--- src/rtl/lsbc_pkg.sv ---
// lsbc_pkg: constants for the sample buffer control block
// assumes a single 50 MHz clock domain and a classic wishbone slave
package lsbc_pkg;

  typedef enum logic [1:0] {
    LSBC_MODE_OFF  = 2'h0,
    LSBC_MODE_FIX  = 2'h1,
    LSBC_MODE_RING = 2'h3,
    LSBC_MODE_FIFO = 2'h2
  } lsbc_mode_t;

  localparam int          LSBC_DEPTH     = 16;
  localparam int          LSBC_AW        = 4;
  localparam int          LSBC_DW        = 32;
  localparam int          LSBC_NUMW      = 17;
  localparam int          LSBC_CNTW      = 5;

  localparam logic [16:0] LSBC_NUM_MIN   = 17'h00001;
  localparam logic [16:0] LSBC_NUM_MAX   = 17'h1869f;
  localparam logic [16:0] LSBC_START_RST = 17'h00001;
  localparam logic [16:0] LSBC_STOP_RST  = 17'h1869f;

  // register byte addresses
  localparam logic [7:0]  LSBC_A_CTRL    = 8'h00;
  localparam logic [7:0]  LSBC_A_STATUS  = 8'h04;
  localparam logic [7:0]  LSBC_A_IRQ     = 8'h08;
  localparam logic [7:0]  LSBC_A_MASK    = 8'h0c;
  localparam logic [7:0]  LSBC_A_START   = 8'h10;
  localparam logic [7:0]  LSBC_A_STOP    = 8'h14;
  localparam logic [7:0]  LSBC_A_CMD     = 8'h18;
  localparam logic [7:0]  LSBC_A_RDATA   = 8'h1c;
  localparam logic [7:0]  LSBC_A_RNUM    = 8'h20;

  // ctrl fields
  localparam int          LSBC_C_MODE    = 0;
  localparam int          LSBC_C_STORE   = 2;
  localparam int          LSBC_C_MON     = 3;
  localparam int          LSBC_C_MEAS    = 4;
  localparam int          LSBC_C_PRN     = 5;
  localparam int          LSBC_C_BUS     = 6;
  localparam int          LSBC_C_SKIP    = 8;
  localparam int          LSBC_SKIPW     = 8;

  // cmd fields (write one to act)
  localparam int          LSBC_K_CLEAR   = 0;
  localparam int          LSBC_K_RSTART  = 1;
  localparam int          LSBC_K_RSTOP   = 2;
  localparam int          LSBC_K_MODEUP  = 3;
  localparam int          LSBC_K_POP     = 4;

  // interrupt bits
  localparam int          LSBC_IRQW      = 4;
  localparam int          LSBC_I_FULL    = 0;
  localparam int          LSBC_I_OVF     = 1;
  localparam int          LSBC_I_RDONE   = 2;
  localparam int          LSBC_I_DROP    = 3;

  // status fields
  localparam int          LSBC_S_FULL    = 0;
  localparam int          LSBC_S_EMPTY   = 1;
  localparam int          LSBC_S_OVF     = 2;
  localparam int          LSBC_S_RECALL  = 3;
  localparam int          LSBC_S_QUIET   = 4;
  localparam int          LSBC_S_COUNT   = 8;

endpackage

--- src/rtl/lsbc_buffer.sv ---
// lsbc_buffer: sample buffer store, overwrite, queue and recall control
// assumes records arrive as one-cycle strobes synchronous to MCLK
`timescale 1ns/1ps
`default_nettype none

// What this block does
// RQ1 - store mode steps off, fix, ring, fifo
// RQ2 - off mode stores no records
// RQ3 - fix fills then refuses writes
// RQ4 - ring overwrites oldest once full
// RQ5 - fifo queues records in arrival order
// RQ6 - fix/ring store only while enabled
// RQ7 - software clears before changing mode
// RQ8 - clear empties the buffer
// RQ9 - monitor switch gates monitor records
// RQ10 - recall start 1..99999, default 00001
// RQ11 - fix recall uses measurement numbers
// RQ12 - ring recall numbers oldest as 00001
// RQ13 - recall ends at stop number
// RQ14 - fix full drops store enable
// RQ15 - call measurements never stored
// RQ16 - recall only stopped, fix/ring; quiet
// RQ17 - fifo full drops, sticky overflow
// RQ18 - full/empty follow every change
module lsbc_buffer (
  input  wire logic        MCLK,
  input  wire logic        SYS_RST,
  input  wire logic        WB_CYC_I,
  input  wire logic        WB_STB_I,
  input  wire logic        WB_WE_I,
  input  wire logic [7:0]  WB_ADR_I,
  input  wire logic [3:0]  WB_SEL_I,
  input  wire logic [31:0] WB_DAT_I,
  output logic      [31:0] WB_DAT_O,
  output logic             WB_ACK_O,
  input  wire logic        REC_VALID,
  input  wire logic [31:0] REC_DATA,
  input  wire logic        REC_MONITOR,
  input  wire logic        REC_CALL,
  output logic             OUT_VALID,
  output logic      [31:0] OUT_DATA,
  output logic      [16:0] OUT_NUM,
  output logic             FULL,
  output logic             EMPTY,
  output logic             IRQ
);

  // ==========================================================
  // state
  logic [31:0]                         mem [lsbc_pkg::LSBC_DEPTH];
  logic [lsbc_pkg::LSBC_AW-1:0]        wr_ptr;
  logic [lsbc_pkg::LSBC_AW-1:0]        rd_ptr;
  logic [lsbc_pkg::LSBC_CNTW-1:0]      count;
  lsbc_pkg::lsbc_mode_t                mode;
  logic                                store_en;
  logic                                mon_en;
  logic                                meas_run;
  logic                                prn_en;
  logic                                bus_en;
  logic [lsbc_pkg::LSBC_SKIPW-1:0]     skip;
  logic [16:0]                         rstart;
  logic [16:0]                         rstop;
  logic                                ovf;
  logic [lsbc_pkg::LSBC_IRQW-1:0]      irq_stat;
  logic [lsbc_pkg::LSBC_IRQW-1:0]      irq_mask;
  logic                                recall;
  logic [16:0]                         rcur;
  logic [lsbc_pkg::LSBC_SKIPW-1:0]     skip_cnt;
  logic [16:0]                         base_num;
  logic                                pop_pend;
  logic [31:0]                         pop_data;

  // ==========================================================
  // bus decode
  logic bus_req;
  logic wr_ok;
  logic cmd_wr;
  logic clear;
  assign bus_req = WB_CYC_I && WB_STB_I && !WB_ACK_O;
  assign wr_ok   = bus_req && WB_WE_I && WB_SEL_I[0];
  assign cmd_wr  = wr_ok && WB_ADR_I == lsbc_pkg::LSBC_A_CMD;
  // RQ8 clear empties buffer
  assign clear   = cmd_wr && WB_DAT_I[lsbc_pkg::LSBC_K_CLEAR];

  // ==========================================================
  // record acceptance
  logic full_now;
  logic accept;
  logic do_write;
  logic overwrite;
  logic do_pop;
  logic fix_fill;
  assign full_now = count == lsbc_pkg::LSBC_CNTW'(lsbc_pkg::LSBC_DEPTH);
  // RQ2 RQ6 RQ9 RQ15 acceptance gating
  assign accept   = REC_VALID && !REC_CALL && (!REC_MONITOR || mon_en) && !clear &&
                    (mode == lsbc_pkg::LSBC_MODE_FIFO ||
                     ((mode == lsbc_pkg::LSBC_MODE_FIX || mode == lsbc_pkg::LSBC_MODE_RING) && store_en));
  // RQ3 RQ17 refuse when full
  assign do_write = accept && (!full_now || mode == lsbc_pkg::LSBC_MODE_RING);
  // RQ4 ring overwrite oldest
  assign overwrite = do_write && full_now;
  assign do_pop   = cmd_wr && WB_DAT_I[lsbc_pkg::LSBC_K_POP] && mode == lsbc_pkg::LSBC_MODE_FIFO &&
                    count != '0 && !clear;
  assign fix_fill = do_write && mode == lsbc_pkg::LSBC_MODE_FIX &&
                    count == lsbc_pkg::LSBC_CNTW'(lsbc_pkg::LSBC_DEPTH - 1);

  // RQ5 fifo storage order
  always_ff @(posedge MCLK) begin
    if (do_write) begin
      mem[wr_ptr] <= REC_DATA;
    end
  end

  // RQ18 pointers and count
  always_ff @(posedge MCLK or posedge SYS_RST) begin
    if (SYS_RST) begin
      wr_ptr <= '0;
      rd_ptr <= '0;
      count  <= '0;
    end else if (clear) begin
      wr_ptr <= '0;
      rd_ptr <= '0;
      count  <= '0;
    end else begin
      if (do_write) begin
        wr_ptr <= wr_ptr + 1'b1;
      end
      if (overwrite || do_pop) begin
        rd_ptr <= rd_ptr + 1'b1;
      end
      if (do_write && !overwrite && !do_pop) begin
        count <= count + 1'b1;
      end else if (do_pop && !do_write) begin
        count <= count - 1'b1;
      end
    end
  end

  // RQ11 fix numbers from measurement; RQ12 ring oldest is one
  always_ff @(posedge MCLK or posedge SYS_RST) begin
    if (SYS_RST) begin
      base_num <= lsbc_pkg::LSBC_NUM_MIN;
    end else if (clear) begin
      base_num <= lsbc_pkg::LSBC_NUM_MIN;
    end else if (overwrite) begin
      base_num <= base_num + 1'b1;
    end
  end

  // ==========================================================
  // control register writes
  always_ff @(posedge MCLK or posedge SYS_RST) begin
    if (SYS_RST) begin
      mode     <= lsbc_pkg::LSBC_MODE_OFF;
      store_en <= 1'b0;
      mon_en   <= 1'b1;
      meas_run <= 1'b0;
      prn_en   <= 1'b0;
      bus_en   <= 1'b0;
      skip     <= '0;
    end else begin
      if (wr_ok && WB_ADR_I == lsbc_pkg::LSBC_A_CTRL) begin
        store_en <= WB_DAT_I[lsbc_pkg::LSBC_C_STORE];
        mon_en   <= WB_DAT_I[lsbc_pkg::LSBC_C_MON];
        meas_run <= WB_DAT_I[lsbc_pkg::LSBC_C_MEAS];
        prn_en   <= WB_DAT_I[lsbc_pkg::LSBC_C_PRN];
        bus_en   <= WB_DAT_I[lsbc_pkg::LSBC_C_BUS];
        skip     <= WB_DAT_I[lsbc_pkg::LSBC_C_SKIP +: lsbc_pkg::LSBC_SKIPW];
      end
      // RQ1 mode step sequence
      if (cmd_wr && WB_DAT_I[lsbc_pkg::LSBC_K_MODEUP]) begin
        // RQ7 software clears first
        unique case (mode)
          lsbc_pkg::LSBC_MODE_OFF:  mode <= lsbc_pkg::LSBC_MODE_FIX;
          lsbc_pkg::LSBC_MODE_FIX:  mode <= lsbc_pkg::LSBC_MODE_RING;
          lsbc_pkg::LSBC_MODE_RING: mode <= lsbc_pkg::LSBC_MODE_FIFO;
          lsbc_pkg::LSBC_MODE_FIFO: mode <= lsbc_pkg::LSBC_MODE_OFF;
        endcase
      end
      // RQ14 fix full drops enable
      if (fix_fill) begin
        store_en <= 1'b0;
      end
    end
  end

  // RQ10 recall numbers range
  always_ff @(posedge MCLK or posedge SYS_RST) begin
    if (SYS_RST) begin
      rstart <= lsbc_pkg::LSBC_START_RST;
      rstop  <= lsbc_pkg::LSBC_STOP_RST;
    end else begin
      if (wr_ok && WB_ADR_I == lsbc_pkg::LSBC_A_START &&
          WB_DAT_I[16:0] >= lsbc_pkg::LSBC_NUM_MIN && WB_DAT_I[16:0] <= lsbc_pkg::LSBC_NUM_MAX) begin
        rstart <= WB_DAT_I[16:0];
      end
      if (wr_ok && WB_ADR_I == lsbc_pkg::LSBC_A_STOP &&
          WB_DAT_I[16:0] >= lsbc_pkg::LSBC_NUM_MIN && WB_DAT_I[16:0] <= lsbc_pkg::LSBC_NUM_MAX) begin
        rstop <= WB_DAT_I[16:0];
      end
    end
  end

  // ==========================================================
  // recall engine
  logic rec_go;
  logic [16:0] roff;
  logic [16:0] num_lo;
  logic in_buf;
  logic quiet;
  // RQ16 recall only when stopped
  assign rec_go = cmd_wr && WB_DAT_I[lsbc_pkg::LSBC_K_RSTART] && !meas_run &&
                  (mode == lsbc_pkg::LSBC_MODE_FIX || mode == lsbc_pkg::LSBC_MODE_RING);
  // RQ12 ring numbers count from the oldest entry
  assign num_lo = mode == lsbc_pkg::LSBC_MODE_RING ? lsbc_pkg::LSBC_NUM_MIN : base_num;
  assign roff   = rcur - num_lo;
  assign in_buf = rcur >= num_lo && roff < 17'(count);
  assign quiet  = prn_en && bus_en;

  always_ff @(posedge MCLK or posedge SYS_RST) begin
    if (SYS_RST) begin
      recall    <= 1'b0;
      rcur      <= lsbc_pkg::LSBC_NUM_MIN;
      skip_cnt  <= '0;
      OUT_VALID <= 1'b0;
      OUT_DATA  <= '0;
      OUT_NUM   <= '0;
    end else begin
      OUT_VALID <= 1'b0;
      if (rec_go) begin
        recall   <= 1'b1;
        rcur     <= rstart;
        skip_cnt <= '0;
      end else if (recall) begin
        // RQ13 stop number ends recall
        if (clear || meas_run || (cmd_wr && WB_DAT_I[lsbc_pkg::LSBC_K_RSTOP]) ||
            rcur > rstop || !in_buf) begin
          recall <= 1'b0;
        end else begin
          rcur <= rcur + 1'b1;
          // RQ11 skip count only fix
          if (mode == lsbc_pkg::LSBC_MODE_FIX && skip_cnt != skip) begin
            skip_cnt <= skip_cnt + 1'b1;
          end else begin
            skip_cnt  <= '0;
            // RQ16 both outputs on: silent
            OUT_VALID <= !quiet;
            OUT_DATA  <= mem[rd_ptr + roff[lsbc_pkg::LSBC_AW-1:0]];
            OUT_NUM   <= mode == lsbc_pkg::LSBC_MODE_RING ? roff + 1'b1 : rcur;
          end
        end
      end
    end
  end

  // ==========================================================
  // fifo pop latch, overflow and interrupts
  logic [lsbc_pkg::LSBC_IRQW-1:0] ev;
  logic recall_end;
  assign recall_end = recall && !rec_go && (clear || meas_run || rcur > rstop || !in_buf ||
                      (cmd_wr && WB_DAT_I[lsbc_pkg::LSBC_K_RSTOP]));
  always_comb begin
    ev = '0;
    ev[lsbc_pkg::LSBC_I_FULL]  = do_write && !full_now && count == lsbc_pkg::LSBC_CNTW'(lsbc_pkg::LSBC_DEPTH - 1);
    ev[lsbc_pkg::LSBC_I_OVF]   = accept && full_now && mode == lsbc_pkg::LSBC_MODE_FIFO;
    ev[lsbc_pkg::LSBC_I_RDONE] = recall_end;
    ev[lsbc_pkg::LSBC_I_DROP]  = accept && !do_write && mode == lsbc_pkg::LSBC_MODE_FIX;
  end

  always_ff @(posedge MCLK or posedge SYS_RST) begin
    if (SYS_RST) begin
      pop_data <= '0;
      pop_pend <= 1'b0;
    end else if (do_pop) begin
      pop_data <= mem[rd_ptr];
      pop_pend <= 1'b1;
    end else if (clear) begin
      pop_pend <= 1'b0;
    end
  end

  // RQ17 sticky overflow until clear
  always_ff @(posedge MCLK or posedge SYS_RST) begin
    if (SYS_RST) begin
      ovf <= 1'b0;
    end else if (ev[lsbc_pkg::LSBC_I_OVF]) begin
      ovf <= 1'b1;
    end else if (clear) begin
      ovf <= 1'b0;
    end
  end

  always_ff @(posedge MCLK or posedge SYS_RST) begin
    if (SYS_RST) begin
      irq_stat <= '0;
      irq_mask <= '0;
      IRQ      <= 1'b0;
    end else begin
      // set wins over write-one-to-clear
      if (wr_ok && WB_ADR_I == lsbc_pkg::LSBC_A_IRQ) begin
        irq_stat <= (irq_stat & ~WB_DAT_I[lsbc_pkg::LSBC_IRQW-1:0]) | ev;
      end else begin
        irq_stat <= irq_stat | ev;
      end
      if (wr_ok && WB_ADR_I == lsbc_pkg::LSBC_A_MASK) begin
        irq_mask <= WB_DAT_I[lsbc_pkg::LSBC_IRQW-1:0];
      end
      IRQ <= |(irq_stat & irq_mask);
    end
  end

  // RQ18 flags from next count
  logic [lsbc_pkg::LSBC_CNTW-1:0] next_count;
  always_comb begin
    next_count = count;
    if (clear) begin
      next_count = '0;
    end else if (do_write && !overwrite && !do_pop) begin
      next_count = count + 1'b1;
    end else if (do_pop && !do_write) begin
      next_count = count - 1'b1;
    end
  end
  always_ff @(posedge MCLK or posedge SYS_RST) begin
    if (SYS_RST) begin
      FULL  <= 1'b0;
      EMPTY <= 1'b1;
    end else begin
      FULL  <= next_count == lsbc_pkg::LSBC_CNTW'(lsbc_pkg::LSBC_DEPTH);
      EMPTY <= next_count == '0;
    end
  end

  // ==========================================================
  // wishbone read and ack
  logic [31:0] rd_mux;
  always_comb begin
    rd_mux = '0;
    unique case (WB_ADR_I)
      lsbc_pkg::LSBC_A_CTRL: begin
        rd_mux[lsbc_pkg::LSBC_C_MODE +: 2] = mode;
        rd_mux[lsbc_pkg::LSBC_C_STORE]     = store_en;
        rd_mux[lsbc_pkg::LSBC_C_MON]       = mon_en;
        rd_mux[lsbc_pkg::LSBC_C_MEAS]      = meas_run;
        rd_mux[lsbc_pkg::LSBC_C_PRN]       = prn_en;
        rd_mux[lsbc_pkg::LSBC_C_BUS]       = bus_en;
        rd_mux[lsbc_pkg::LSBC_C_SKIP +: lsbc_pkg::LSBC_SKIPW] = skip;
      end
      lsbc_pkg::LSBC_A_STATUS: begin
        rd_mux[lsbc_pkg::LSBC_S_FULL]   = full_now;
        rd_mux[lsbc_pkg::LSBC_S_EMPTY]  = count == '0;
        rd_mux[lsbc_pkg::LSBC_S_OVF]    = ovf;
        rd_mux[lsbc_pkg::LSBC_S_RECALL] = recall;
        rd_mux[lsbc_pkg::LSBC_S_QUIET]  = quiet;
        rd_mux[lsbc_pkg::LSBC_S_COUNT +: lsbc_pkg::LSBC_CNTW] = count;
      end
      lsbc_pkg::LSBC_A_IRQ:   rd_mux[lsbc_pkg::LSBC_IRQW-1:0] = irq_stat;
      lsbc_pkg::LSBC_A_MASK:  rd_mux[lsbc_pkg::LSBC_IRQW-1:0] = irq_mask;
      lsbc_pkg::LSBC_A_START: rd_mux[16:0] = rstart;
      lsbc_pkg::LSBC_A_STOP:  rd_mux[16:0] = rstop;
      lsbc_pkg::LSBC_A_RDATA: rd_mux = pop_pend ? pop_data : '0;
      lsbc_pkg::LSBC_A_RNUM:  rd_mux[16:0] = rcur;
      default:                rd_mux = '0;
    endcase
  end

  always_ff @(posedge MCLK or posedge SYS_RST) begin
    if (SYS_RST) begin
      WB_ACK_O <= 1'b0;
      WB_DAT_O <= '0;
    end else begin
      WB_ACK_O <= bus_req;
      if (bus_req && !WB_WE_I) begin
        WB_DAT_O <= rd_mux;
      end
    end
  end

  // ==========================================================
  // checks
  property p_off_nostore;
    @(posedge MCLK) disable iff (SYS_RST)
      mode == lsbc_pkg::LSBC_MODE_OFF |-> !do_write;
  endproperty
  a_off_nostore: assert property (p_off_nostore) else $error("write in off mode"); // RQ2

  property p_fix_refuse;
    @(posedge MCLK) disable iff (SYS_RST)
      (mode == lsbc_pkg::LSBC_MODE_FIX && full_now && !clear) |=> $stable(wr_ptr);
  endproperty
  a_fix_refuse: assert property (p_fix_refuse) else $error("fix wrote when full"); // RQ3

  property p_ring_over;
    @(posedge MCLK) disable iff (SYS_RST)
      (mode == lsbc_pkg::LSBC_MODE_RING && full_now && accept) |=> full_now && rd_ptr == $past(rd_ptr) + 1'b1;
  endproperty
  a_ring_over: assert property (p_ring_over) else $error("ring overwrite wrong"); // RQ4

  property p_store_en;
    @(posedge MCLK) disable iff (SYS_RST)
      (REC_VALID && mode != lsbc_pkg::LSBC_MODE_FIFO && !store_en) |-> !do_write;
  endproperty
  a_store_en: assert property (p_store_en) else $error("stored while disabled"); // RQ6

  property p_clear;
    @(posedge MCLK) disable iff (SYS_RST)
      clear |=> count == '0 && EMPTY;
  endproperty
  a_clear: assert property (p_clear) else $error("clear did not empty"); // RQ8

  property p_no_call;
    @(posedge MCLK) disable iff (SYS_RST)
      REC_CALL |-> !do_write;
  endproperty
  a_no_call: assert property (p_no_call) else $error("call record stored"); // RQ15

  property p_fix_full_off;
    @(posedge MCLK) disable iff (SYS_RST)
      fix_fill |=> !store_en && full_now;
  endproperty
  a_fix_full_off: assert property (p_fix_full_off) else $error("store enable kept"); // RQ14

  property p_ovf;
    @(posedge MCLK) disable iff (SYS_RST)
      ev[lsbc_pkg::LSBC_I_OVF] |=> ovf && $stable(wr_ptr);
  endproperty
  a_ovf: assert property (p_ovf) else $error("overflow not flagged"); // RQ17

  property p_recall_run;
    @(posedge MCLK) disable iff (SYS_RST)
      meas_run |=> !recall;
  endproperty
  a_recall_run: assert property (p_recall_run) else $error("recall while measuring"); // RQ16

  property p_flags;
    @(posedge MCLK) disable iff (SYS_RST)
      ##1 (FULL == full_now) && (EMPTY == (count == '0));
  endproperty
  a_flags: assert property (p_flags) else $error("flags lag count"); // RQ18

endmodule
`default_nettype wire

--- config.mk ---
export PLATFORM = sky130hd
export DESIGN_NAME = lsbc_buffer
export DESIGN_NICKNAME = d
export VERILOG_FILES = /design/src/rtl/lsbc_pkg.sv /design/src/rtl/lsbc_buffer.sv
export SDC_FILE = /design/constraint.sdc
export NUM_CORES = 1
export LEC_CHECK = 0
export CAP_MARGIN = 0
export CORE_ASPECT_RATIO = 0.5
export CORE_MARGIN = 2
export CORE_UTILIZATION = 40
export DETAILED_ROUTE_END_ITERATION = 7
export DONT_BUFFER_PORTS = 1
export PLACE_DENSITY = 0.63
export SLEW_MARGIN = 20
export SYNTH_ARGS = -nofsm -noshare
export SYNTH_HDL_FRONTEND = slang
export SYNTH_SLANG_ARGS = --single-unit
--- constraint.sdc ---
create_clock -name MCLK -period 17.4 [get_ports MCLK]
set_input_delay 0 -clock MCLK [delete_from_list [all_inputs] [get_ports MCLK]]
set_output_delay 0 -clock MCLK [all_outputs]
set_load 0.005 [all_outputs]
-- Word level (Yosys, flattened, before mapping)
Memory sizes are Yosys's and may differ from the RTL's. A register that Yosys moved wholly into a read port is not among the register bits.
Cells that the tools add are included.
- bits in registers: 169
- RAM bits: 512
- logic and storage cells: 198
- memories: 1
- memory list (name ; words ; bits a word ; read ports ; clocked after Yosys merged registers in ; write ports ; RTL line ; RTL):
    mem ; 16 ; 32 ; 2 ; 2 ; 1 ; lsbc_buffer.sv:50 ; logic [31:0] mem [lsbc_pkg::LSBC_DEPTH];
- $add $sub $neg: 10
- $lt $le $gt $ge: 5
- eq/ne operators: 16
- multiplexer cells: 43
- bitwise logic cells: 8
- reductions and logical operators: 88
- operator list (kind ; count):
    two-way mux 17 bit ; 7
    adder 17 x 1 -> 17 bit (second input constant) ; 3
    logical AND 1 bit ; 48
    == test 8 x 5 -> 1 bit (second input constant) ; 4
    two-way mux 32 bit ; 1
    two-way mux 8 bit ; 4
    one-hot mux 4 bit (8 select lines) ; 1
    one-hot mux 5 bit (6 select lines) ; 1
    two-way mux 4 bit ; 5
    >= comparator 17 x 1 -> 1 bit (second input constant) ; 1
    >= comparator 17 bit ; 1
    greater-than comparator 17 bit ; 1
    less-or-equal comparator 17 bit (second input constant) ; 1
    < comparator 17 x 5 -> 1 bit ; 1
    subtractor 17 bit ; 1
    == test 8 x 4 -> 1 bit (second input constant) ; 2
    two-way mux 15 bit ; 1
    two-way mux 5 bit ; 3
    one-hot mux 3 bit (5 select lines) ; 1
    two-way mux 1 bit ; 14
    nonzero test 2 bit ; 7
    zero test 1 bit ; 13
    logical OR 1 bit ; 12
    == test 5 bit (second input constant) ; 2
    other kinds (27) ; 35

-- Logic depth before layout (Yosys ltp)
Gate-level depths: netlist (run 1).
- depth in word-level cells: 17
- mapped depth: 20
- mapped depth without buffers: 16

-- Least setup slack after synthesis (run 1)
No wires, ideal clock.
- path kind: reg-to-reg
- start: reg mode[0]
- end: reg OUT_DATA[0] (read register of mem)
- library setup time: 125 ps
- arrival: 4448 ps
- data required time: 17275 ps
- path slack: 12827 ps
- stages on the path, launching flop included: 20
- buffers on the path: 4
- period minus slack after synthesis: 4573 ps
- cells stage by stage: dfrtp_1 clkbuf_1 nand2_1 clkbuf_1 nand2b_1 ha_1 fa_1 nand2b_1 a21oi_1 xnor2_1 inv_1 ha_1 a2111oi_2 o211ai_1 or4_4 nor4_4 and3_1 buf_2 buf_4 mux2_2
- longest elaborated chain between the ends: 9
- elaborated cells on any way between the ends: 17
- classes of those cells: 2 x add/sub; 2 x order compare; 2 x eq/ne; 1 x mux; 3 x bitwise; 7 x reduce/logical
- ends and longest elaborated chain (what ; RTL line ; RTL):
    start, declared ; lsbc_buffer.sv:54 ; lsbc_pkg::lsbc_mode_t mode;
    start signal, assigned ; lsbc_buffer.sv:154 ; mode <= lsbc_pkg::LSBC_MODE_OFF;
    start signal, assigned ; lsbc_buffer.sv:174 ; lsbc_pkg::LSBC_MODE_OFF: mode <= lsbc_pkg::LSBC_MODE_FIX;
    start signal, assigned ; lsbc_buffer.sv:175 ; lsbc_pkg::LSBC_MODE_FIX: mode <= lsbc_pkg::LSBC_MODE_RING;
    == test 2 bit ; lsbc_buffer.sv:213, lsbc_buffer.sv:215 ;
    two-way mux 17 bit ; lsbc_buffer.sv:215 ; assign num_lo = mode == lsbc_pkg::LSBC_MODE_RING ? lsbc_pkg::LSBC_NUM_MIN : base_num;
    subtractor 17 bit ; lsbc_buffer.sv:216 ; assign roff = rcur - num_lo;
    < comparator 17 x 5 -> 1 bit ; lsbc_buffer.sv:217 ; assign in_buf = rcur >= num_lo && roff < 17'(count);
    logical AND 1 bit ; lsbc_buffer.sv:217 ;
    zero test 1 bit ; lsbc_buffer.sv:237 ; rcur > rstop || !in_buf) begin
    logical OR 1 bit ; lsbc_buffer.sv:237 ;
    inverter 1 bit (no source line) ; n/a ;
    AND reduction 4 bit (no source line) ; n/a ;
    end, declared ; lsbc_buffer.sv:41 ; output logic [31:0] OUT_DATA,
Parallel ways exist; a longest one is shown, timed or not.
A chain may end at the register's enable or synchronous reset.

-- Worst setup path in the final report (run 1)
- start: reg mode[1]
- end: reg OUT_DATA[4] (read register of mem)
Same word-level chain as after synthesis.

==> impl_metrics.toml, run 1 <==
[run_status]
status = "finished, final reports clean"

[placed_design]
post_dp_cell_area_sq_um = 37130
dp_hpwl_um = 57230
gp_congestion = 0.9051
place_ws_ns = 11.31
port_buffers = 0

[hold_path]
worstHoldPathType = "input pin to asynchronous set/reset pin"

[logic_synthesis]
syn_inst = 2278
ys_seq_elements = 745
syn_area_per_cell_sq_um = 15.69
synth-edff-count = 512
ys.flop_type = "edfxtp_1"
synthesis.nets = 2419
syn-cell-area_sq_um = 35730
synth-seq-area-share_pct = 59.40
synth_cell_type_count = 69
ys_async_sr_fraction_pct = 31.28
yosys_warnings = 0

[timing]
fin_skew_ns = 0.02854
period_minus_slack_ns = 6.081
hold_viol = 0
post-route-period-util_pct = 34.95
final.setup.worst_slack_ns = 11.32
tns_ns = 0
slew_violations = 0
worst_pin_slew_ns = 1.096
max-slew-margin-rel_pct = 26.97
setup_viol = 0
fmax_ghz = 0.1644
rsz0062_at_grt = "no"

[setup_path]
path_buf_inv = 4
arrival_ns = 6.60
crit_top_cell = "buf_4"
max_stage_delay_ns = 1.19
crit_fanout = 49
worstReg2RegStart = "mode[1]"
worstSetupEndpointType = "register"
crit_path_cell_trace = "nand2_1, buf_4, nand2b_1, ha_1, fa_1, inv_1, fa_4, buf_4, buf_4, mux4_2, mux4_2, mux2_2"
start_kind = "register"
critPathRequiredTime_ns = 17.92
cp_slowest_cell = "fa_4"
critical_path.top_delay_family = "buffers and inverters"
reg2reg_depth = 12
r2r-end = "OUT_DATA[4]"
crit_type = "register to register"
reg2reg_setup_slack_ns = 11.32

[cts]
clk_path_buf_depth = 3
post_cts_buffers = 0
cts_inserted_buffers = 73
htreeDepth = 3
clock_latency_ns = 0.65
clkSinkCount = 745
clk_pin_slew_ns = 0.06
cts_root_buffer = "clkbuf_16"
holdBufCountCts = 74
post_cts_resized = 0
cts_tree = "built"

[pwr]
cellLeakagePower_uw = 0.01436
p_total_uw = 3550
peakVddDrop_v = 0.00006401
power_density_nw_per_um2 = 88.25

[cells_and_area]
nNetsFinal = 2480
num-fill-cells = 7698
area_growth_pct = 12.60
layout_common_cells = "edfxtp_1, mux4_2, nand2_1"
diodes = 0
final_common_cell = "edfxtp_1"
drive_above_1_share_pct = 25.87
stdcell_area_sq_um = 40230
final_util_pct = 45.49

[run]
cap_violations = 0

[detailed_routing]
firstDrtPassIters = 6
vias = 21440
drc = 0
routed_wl_um = 97310
drt-initial-drc-count = 2392
wl_per_cell_um = 27.14
ant_nets = 0
via_per_inst = 5.980

[global_routing]
grt_max_degree = 103
globalRouteOverflowTotal = 0
grt_pass1_vias = 21780
grt_pass1_wl_um = 145800
grt_use_total_pct = 21.48
antenna_found_initial = 4

[floorplanning]
initial_core_util_pct = 40.40
die_h_um = 215.3
die_w_um = 426.7
std_cell_rows = 77
die_area_sq_um = 91880
core-area_sq_um = 88440
io_pins = 170
sequential cells by signal, indices dropped and copies added, names as in the netlist, 5 cells and up:
| signal | cells |
|---|---|
| OUT_NUM | 17 |
| mem | 512 |
| base_num | 17 |
| WB_DAT_O | 32 |
| OUT_DATA | 32 |
| skip_cnt | 8 |
| rstop | 17 |
| rcur | 17 |
| pop_data | 32 |
| skip | 8 |
| count | 5 |
| rstart | 17 |
how the worst max path moves through the flow:
stage / from / to / slack (ns) / cells after the start
finish: mode[1] / OUT_DATA[4] / 11.32 / 12
global route: mode[1] / OUT_DATA[4] / 11.09 / 12
CTS: mode[1] / OUT_DATA[4] / 11.30 / 12
detailed placement: mode[0] / OUT_DATA[8] / 11.31 / 12
global placement: mode[1] / OUT_DATA[16] / 11.37 / 12
floorplan: SYS_RST / FULL / 11.04 / 1
cell families (layout without fill, tap and decap cells):
logic type / Yosys count / in the layout / share of synthesized area [%]
xor gates and xnor gates: 66 / 66 / 1.618
adders and majority gates: 57 / 57 / 2.038
AOI/OAI and AO/OA: 259 / 259 / 4.685
DFF: 745 / 745 / 59.40
and+or+nand+nor: 559 / 559 / 7.290
buffers and inverters: 184 / 306 / 2.048
muxes: 408 / 408 / 22.92
cell usage after synthesis (all sizes together), types with 7 or more instances:
| library cell | instances | area [sq um] |
|---|---|---|
| nand4 | 24 | 150.1 |
| o21ai | 90 | 450.4 |
| nor4 | 10 | 77.57 |
| xor2 | 36 | 315.3 |
| ha | 55 | 688.2 |
| a221o | 7 | 70.07 |
| nand2 | 266 | 998.5 |
| a221oi | 14 | 122.6 |
| edfxtp | 512 | 15370 |
| a21o | 8 | 60.06 |
| a22o | 11 | 96.34 |
| a31oi | 12 | 75.07 |
| dfstp | 15 | 394.1 |
| mux2 | 83 | 934.7 |
| inv | 45 | 168.9 |
| clkbuf | 109 | 409.1 |
| and2 | 22 | 137.6 |
| dfrtp | 218 | 5455 |
| mux4 | 320 | 7207 |
| xnor2 | 30 | 262.8 |
| nand2b | 9 | 56.30 |
| a21oi | 57 | 296.5 |
| nor2 | 84 | 315.3 |
| buf | 30 | 153.9 |
| nor3 | 17 | 85.08 |
| a22oi | 15 | 112.6 |
| or3 | 15 | 93.84 |
| nor2b | 9 | 56.30 |
| nand3 | 54 | 282.8 |
| and3 | 27 | 168.9 |
| o211ai | 9 | 67.56 |
where the power goes:
group / switching (uW) / internal, uW
logic: 43.0 / 19.0
registers: 9.97 / 1900
clock network: 699 / 875
per-stage QoR:
step / std cells / hold WS [ns]
2_1_floorplan: 2278 / 0.09887
3_3_place_gp: 3375 / 0.05540
3_5_place_dp: 3375 / 0.06263
4_1_cts: 3585 / 0.0009895
5_1_grt: 3585 / 0.07757
6_report: 3585 / 0.03486
area by class of cell:
type | count | area [sq um] | share of cell area [%]
clock buffer | 109 | 2056 | 5.109
clock inverter | 27 | 300.3 | 0.7464
inverter | 45 | 176.4 | 0.4385
multi-input combinational | 1349 | 13860 | 34.44
sequential | 745 | 21230 | 52.78
tap | 1185 | 1483 | 3.685
timing repair buffer | 125 | 1127 | 2.802
metal layers:
metal  track usage, %  vias up  wire length (um)
li1                 -     9137                 -
met1            29.50    11250             39300
met2            34.86      874             47460
met3            3.609      172              7302
met4            7.242        6              3205
met5                0        -                41
worst register-to-register path, cell delays in order (launching register included):
cell      delay, ns
dfrtp_1        0.47
nand2_1        0.11
buf_4          0.36
nand2b_1       0.18
ha_1           0.22
fa_1           0.50
inv_1          0.11
fa_4           1.19
buf_4          0.78
buf_4          0.80
mux4_2         0.45
mux4_2         0.52
mux2_2         0.29
No activity file was read; power rests on OpenSTA's default activity.
==> run 2, diff against run 1 <==
==> constraint.sdc (replaced) <==
create_clock -name MCLK -period 5.7 [get_ports MCLK]
set_input_delay 0 -clock MCLK [delete_from_list [all_inputs] [get_ports MCLK]]
set_output_delay 0 -clock MCLK [all_outputs]
set_load 0.005 [all_outputs]
==> run 2 against run 1 <==
Net effect:
- clock power grew to 3.1 times the previous value
- final area is 0.63% higher
- sequential power rose to 3.1 times the previous value
- critical path depth up 4
- first-iteration DRC count down 2.6%
- final cell count is 0.28% higher
- die area unchanged
- largest power group unchanged
==> impl_metrics.toml, run 2 (synthesized netlist as in run 1, its figures left out) <==
[run_status]
status = "finished, final reports clean"

[timing]
fmax_ghz = 0.1994
hold_viol = 0
worst_pin_slew_ns = 1.145
max-slew-margin-rel_pct = 23.60
tns_ns = 0
period_minus_slack_ns = 5.015
fin_skew_ns = 0.02702
setup_viol = 0
rsz0062_at_grt = "no"
slew_violations = 0
final.setup.worst_slack_ns = 0.6848
post-route-period-util_pct = 87.99

[setup_path]
worstSetupEndpointType = "register"
crit_type = "register to register"
crit_fanout = 40
reg2reg_depth = 16
reg2reg_setup_slack_ns = 0.68
crit_path_cell_trace = "nand2_1, buf_4, nand2_1, ha_1, a21boi_0, nor3_1, nor2_1, ha_1, o21ai_0, a21oi_1, or4_4, nor4_4, buf_4, nand3_4, or4_1, a21oi_1"
critPathRequiredTime_ns = 6.25
arrival_ns = 5.56
max_stage_delay_ns = 0.54
cp_slowest_cell = "or4_4"
start_kind = "register"

[cts]
htreeDepth = 3
cts_tree = "built"
clk_pin_slew_ns = 0.06
cts_inserted_buffers = 73
clock_latency_ns = 0.64
cts_root_buffer = "clkbuf_16"
clk_path_buf_depth = 3
clkSinkCount = 745

[cells_and_area]
nNetsFinal = 2493
max_flop_register = "mem"
area_growth_pct = 13.31
largest_register_ffs = 512
final_common_cell = "edfxtp_1"
layout_common_cells = "edfxtp_1, mux4_2, nand2_1"
diodes = 0
drive_above_1_share_pct = 25.98

[detailed_routing]
wl_per_cell_um = 26.88
drc = 0
firstDrtPassIters = 5
via_per_inst = 5.972
vias = 21470
ant_nets = 0
routed_wl_um = 96620
drt-initial-drc-count = 2329

[global_routing]
grt_pass1_wl_um = 144800
grt_pass1_vias = 21860
antenna_found_initial = 4
grt_use_total_pct = 21.32
grt_max_degree = 169
globalRouteOverflowTotal = 0

[floorplanning]
initial_core_util_pct = 40.40
std_cell_rows = 77
die_area_sq_um = 91880
die_w_um = 426.7
die_h_um = 215.3
io_pins = 170
core-area_sq_um = 88440

[placed_design]
place_ws_ns = 0.6710
gp_congestion = 0.8715
dp_hpwl_um = 59820
port_buffers = 0

[run]
cap_violations = 0

[pwr]
power_density_nw_per_um2 = 270.6
peakVddDrop_v = 0.0001868
cellLeakagePower_uw = 0.01444

[hold_path]
worstHoldPathType = "input pin to register"
holdPathStages = 5
## run 2: cell count changes in the layout (fill, tap and decap cells not counted), sizes merged
| cell | change |
|---|---|
| inv | -3 |
| dlygate4sd3 | +5 |
| clkinvlp | +2 |
| clkbuf | -3 |
| buf | +8 |
| clkinv | -2 |
| bufinv | +3 |
## run 2: area by class of cell
type | count | area [sq um]
fillers | 7648 | 47950
flip-flops and latches | 745 | 21230
multi-input cells | 1349 | 13860
clock buffers | 106 | 2073
well taps | 1185 | 1483
repair buffers | 138 | 1321
clock inverters | 27 | 345.3
inverters | 45 | 172.7
## run 2: timing repair
| action | in CTS | in global routing |
|---|---|---|
| setup buffers | 0 | 0 |
| setup endpoints to repair | 0 | 0 |
| hold endpoints to repair | 893 | 0 |
| resized for setup | 0 | 0 |
| hold buffers | 79 | 0 |
## run 2: routing by layer
metal  routed length, um  GRT usage (%)
met5                  34              0
met1               39550          28.88
met2               47130          34.60
met4                3594          7.606
met3                6307          3.949
## run 2: final timing paths
check,from,to
max,mode[0],skip_cnt[6]
min,WB_ADR_I[7],WB_DAT_O[0]
max reg2reg,mode[0],skip_cnt[6]
min reg2reg,pop_data[2],pop_data[2]
max in group asynchronous,SYS_RST,FULL
min in group asynchronous,SYS_RST,EMPTY
## run 2: power breakdown
| part | leakage, uW | internal [uW] | switching, uW |
|---|---|---|---|
| clock | 0.00117 | 2820 | 2100 |
| combinational | 0.00556 | 60.7 | 132 |
| sequential | 0.00771 | 5810 | 30.9 |
## run 2: stage by stage
stage | utilization (%) | hold slack [ns] | power [uW] | instances | area (sq um)
after floorplan | - | 0.09887 | 6011 | 2278 | 35740
after global placement | 42.15 | -0.1230 | 6053 | 3383 | 37280
after detailed placement | 42.15 | -0.1132 | 6055 | 3383 | 37280
after CTS | 45.78 | 0.004083 | 11040 | 3595 | 40490
after global routing | 45.78 | 0.06129 | 11280 | 3595 | 40490
final | 45.78 | 0.02248 | 10960 | 3595 | 40490
## run 2: worst max-delay path: cells and delay by family, from the launching register on
kind,cells,cell delay [ns]
adders and majority gates,2,0.70
buffers and inverters,2,0.69
and+or+nand+nor,8,2.39
DFF,1,0.47
AOI/OAI and AO/OA,4,0.66
==> run 3, diff against run 2 <==
--- a/config.mk
+++ b/config.mk
@@ -9,6 +9,7 @@
 export CORE_ASPECT_RATIO = 0.5
 export CORE_MARGIN = 2
 export CORE_UTILIZATION = 40
+export CTS_BUF_LIST = sky130_fd_sc_hd__clkbuf_8 sky130_fd_sc_hd__clkbuf_16
 export DETAILED_ROUTE_END_ITERATION = 7
 export DONT_BUFFER_PORTS = 1
 export PLACE_DENSITY = 0.63
==> run 3 against run 2 <==
Net effect:
- final cell count is the same
- sequential power about the same
- non-clock buffer count stayed put
- highest routed layer unchanged
- die area unchanged
- combinational power barely moved
- largest cell class unchanged
- critical path type unchanged
- total power fell by 0.37%
- worst hold slack better by 0.0045 ns
- routed wire length is essentially flat
==> impl_metrics.toml, run 3 (synthesized netlist as in run 1, its figures left out) <==
[timing]
post-route-period-util_pct = 88.71
tns_ns = 0
period_minus_slack_ns = 5.057
slew_violations = 0
hold_viol = 0
fmax_ghz = 0.1978
rsz0062_at_grt = "no"
worst_pin_slew_ns = 1.156
setup_viol = 0
max-slew-margin-rel_pct = 22.95
fin_skew_ns = 0.02676

[floorplanning]
std_cell_rows = 77
io_pins = 170
core-area_sq_um = 88440
initial_core_util_pct = 40.40
die_w_um = 426.7
die_h_um = 215.3
die_area_sq_um = 91880

[cts]
cts_tree = "built"
cts_inserted_buffers = 73
clkSinkCount = 745
clk_path_buf_depth = 3
clk_pin_slew_ns = 0.06
post_cts_buffers = 0
clock_latency_ns = 0.64
cts_root_buffer = "clkbuf_16"
htreeDepth = 3

[placed_design]
port_buffers = 0
gp_congestion = 0.8715
dp_hpwl_um = 59820

[global_routing]
globalRouteOverflowTotal = 0
grt_pass1_vias = 21860
antenna_found_initial = 4
grt_pass1_wl_um = 144800
grt_max_degree = 169
grt_use_total_pct = 21.32

[cells_and_area]
nNetsFinal = 2493
drive_above_1_share_pct = 25.98
area_growth_pct = 13.31
largest_register_ffs = 512
layout_common_cells = "edfxtp_1, mux4_2, nand2_1"
final_common_cell = "edfxtp_1"
max_flop_register = "mem"
diodes = 0

[detailed_routing]
drc = 0
ant_nets = 0
vias = 21490
wl_per_cell_um = 26.87
via_per_inst = 5.977
routed_wl_um = 96600
drt-initial-drc-count = 2334
firstDrtPassIters = 5

[setup_path]
critPathRequiredTime_ns = 6.25
crit_fanout = 40
crit_type = "register to register"
worstSetupEndpointType = "register"
start_kind = "register"
arrival_ns = 5.60

[pwr]
cellLeakagePower_uw = 0.01454
peakVddDrop_v = 0.0001869
power_density_nw_per_um2 = 269.6
p_total_uw = 10920

[run_status]
status = "finished, final reports clean"

[hold_path]
worstHoldPathType = "input pin to register"

[run]
cap_violations = 0
[run 3: cell count changes in the layout (fill, tap and decap cells not counted)]
cell,before,now
clkbuf_1,23,0
inv_1,44,67
[run 3: metrics by stage]
step	worst slack, ns	hold slack (ns)	area, sq um	util [%]	std cells
finish	0.6434	0.02702	40490	45.78	3595
global route	0.2484	0.06121	40490	45.78	3595
CTS	0.6647	0.004083	40490	45.78	3595
detailed placement	0.6710	-0.1132	37280	42.15	3383
global placement	0.7139	-0.1230	37280	42.15	3383
floorplan	1.127	0.09887	35740	-	2278
[run 3: power by group]
| part | switching (uW) | leakage (uW) | internal, uW | total [uW] |
|---|---|---|---|---|
| Sequential | 30.8 | 0.00771 | 5810 | 5840 |
| Combinational | 131 | 0.00556 | 60.7 | 192 |
| Clock | 2100 | 0.00127 | 2780 | 4880 |
| Total | 2260 | 0.0145 | 8650 | 10900 |
[run 3: worst paths after layout]
check / to / depth (start not counted) / start / slack [ns]
max: skip_cnt[6] / 16 / mode[0] / 0.64
min: WB_DAT_O[0] / 5 / WB_ADR_I[7] / 0.03
max reg2reg: skip_cnt[6] / 16 / mode[0] / 0.64
min reg2reg: pop_data[2] / 2 / pop_data[2] / 0.47
max in group asynchronous: WB_DAT_O[3] / 4 / SYS_RST / 4.19
min in group asynchronous: EMPTY / 3 / SYS_RST / 0.47
[run 3: layout make-up]
type	instances	area (sq um)
Clock buffer	83	1987
Clock inverter	50	431.7
Fill cell	7648	47950
Inverter	45	172.7
Multi-Input combinational cell	1349	13860
Sequential cell	745	21230
Tap cell	1185	1483
Timing Repair Buffer	138	1321
[run 3: routing by layer]
layer / routed length, um / part of all wire [%] / track usage [%]
met5: 34 / 0.035 / 0
met1: 39590 / 41 / 28.88
met2: 46770 / 48 / 34.60
met3: 6463 / 6.7 / 3.949
met4: 3743 / 3.9 / 7.606
[run 3: worst max-delay path: stages (launching register included)]
cell and delay [ns]:
dfrtp_1 0.47, nand2_1 0.27, buf_4 0.39, nand2_1 0.11
ha_1 0.40, a21boi_0 0.27, nor3_1 0.13, nor2_1 0.33
ha_1 0.30, o21ai_0 0.16, a21oi_1 0.09, or4_4 0.54
nor4_4 0.29, buf_4 0.30, nand3_4 0.21, or4_1 0.54
a21oi_1 0.14
[run 3: repair_timing]
action	CTS	global route
resized for setup	0	0
hold endpoints to repair	892	0
hold buffers	79	0
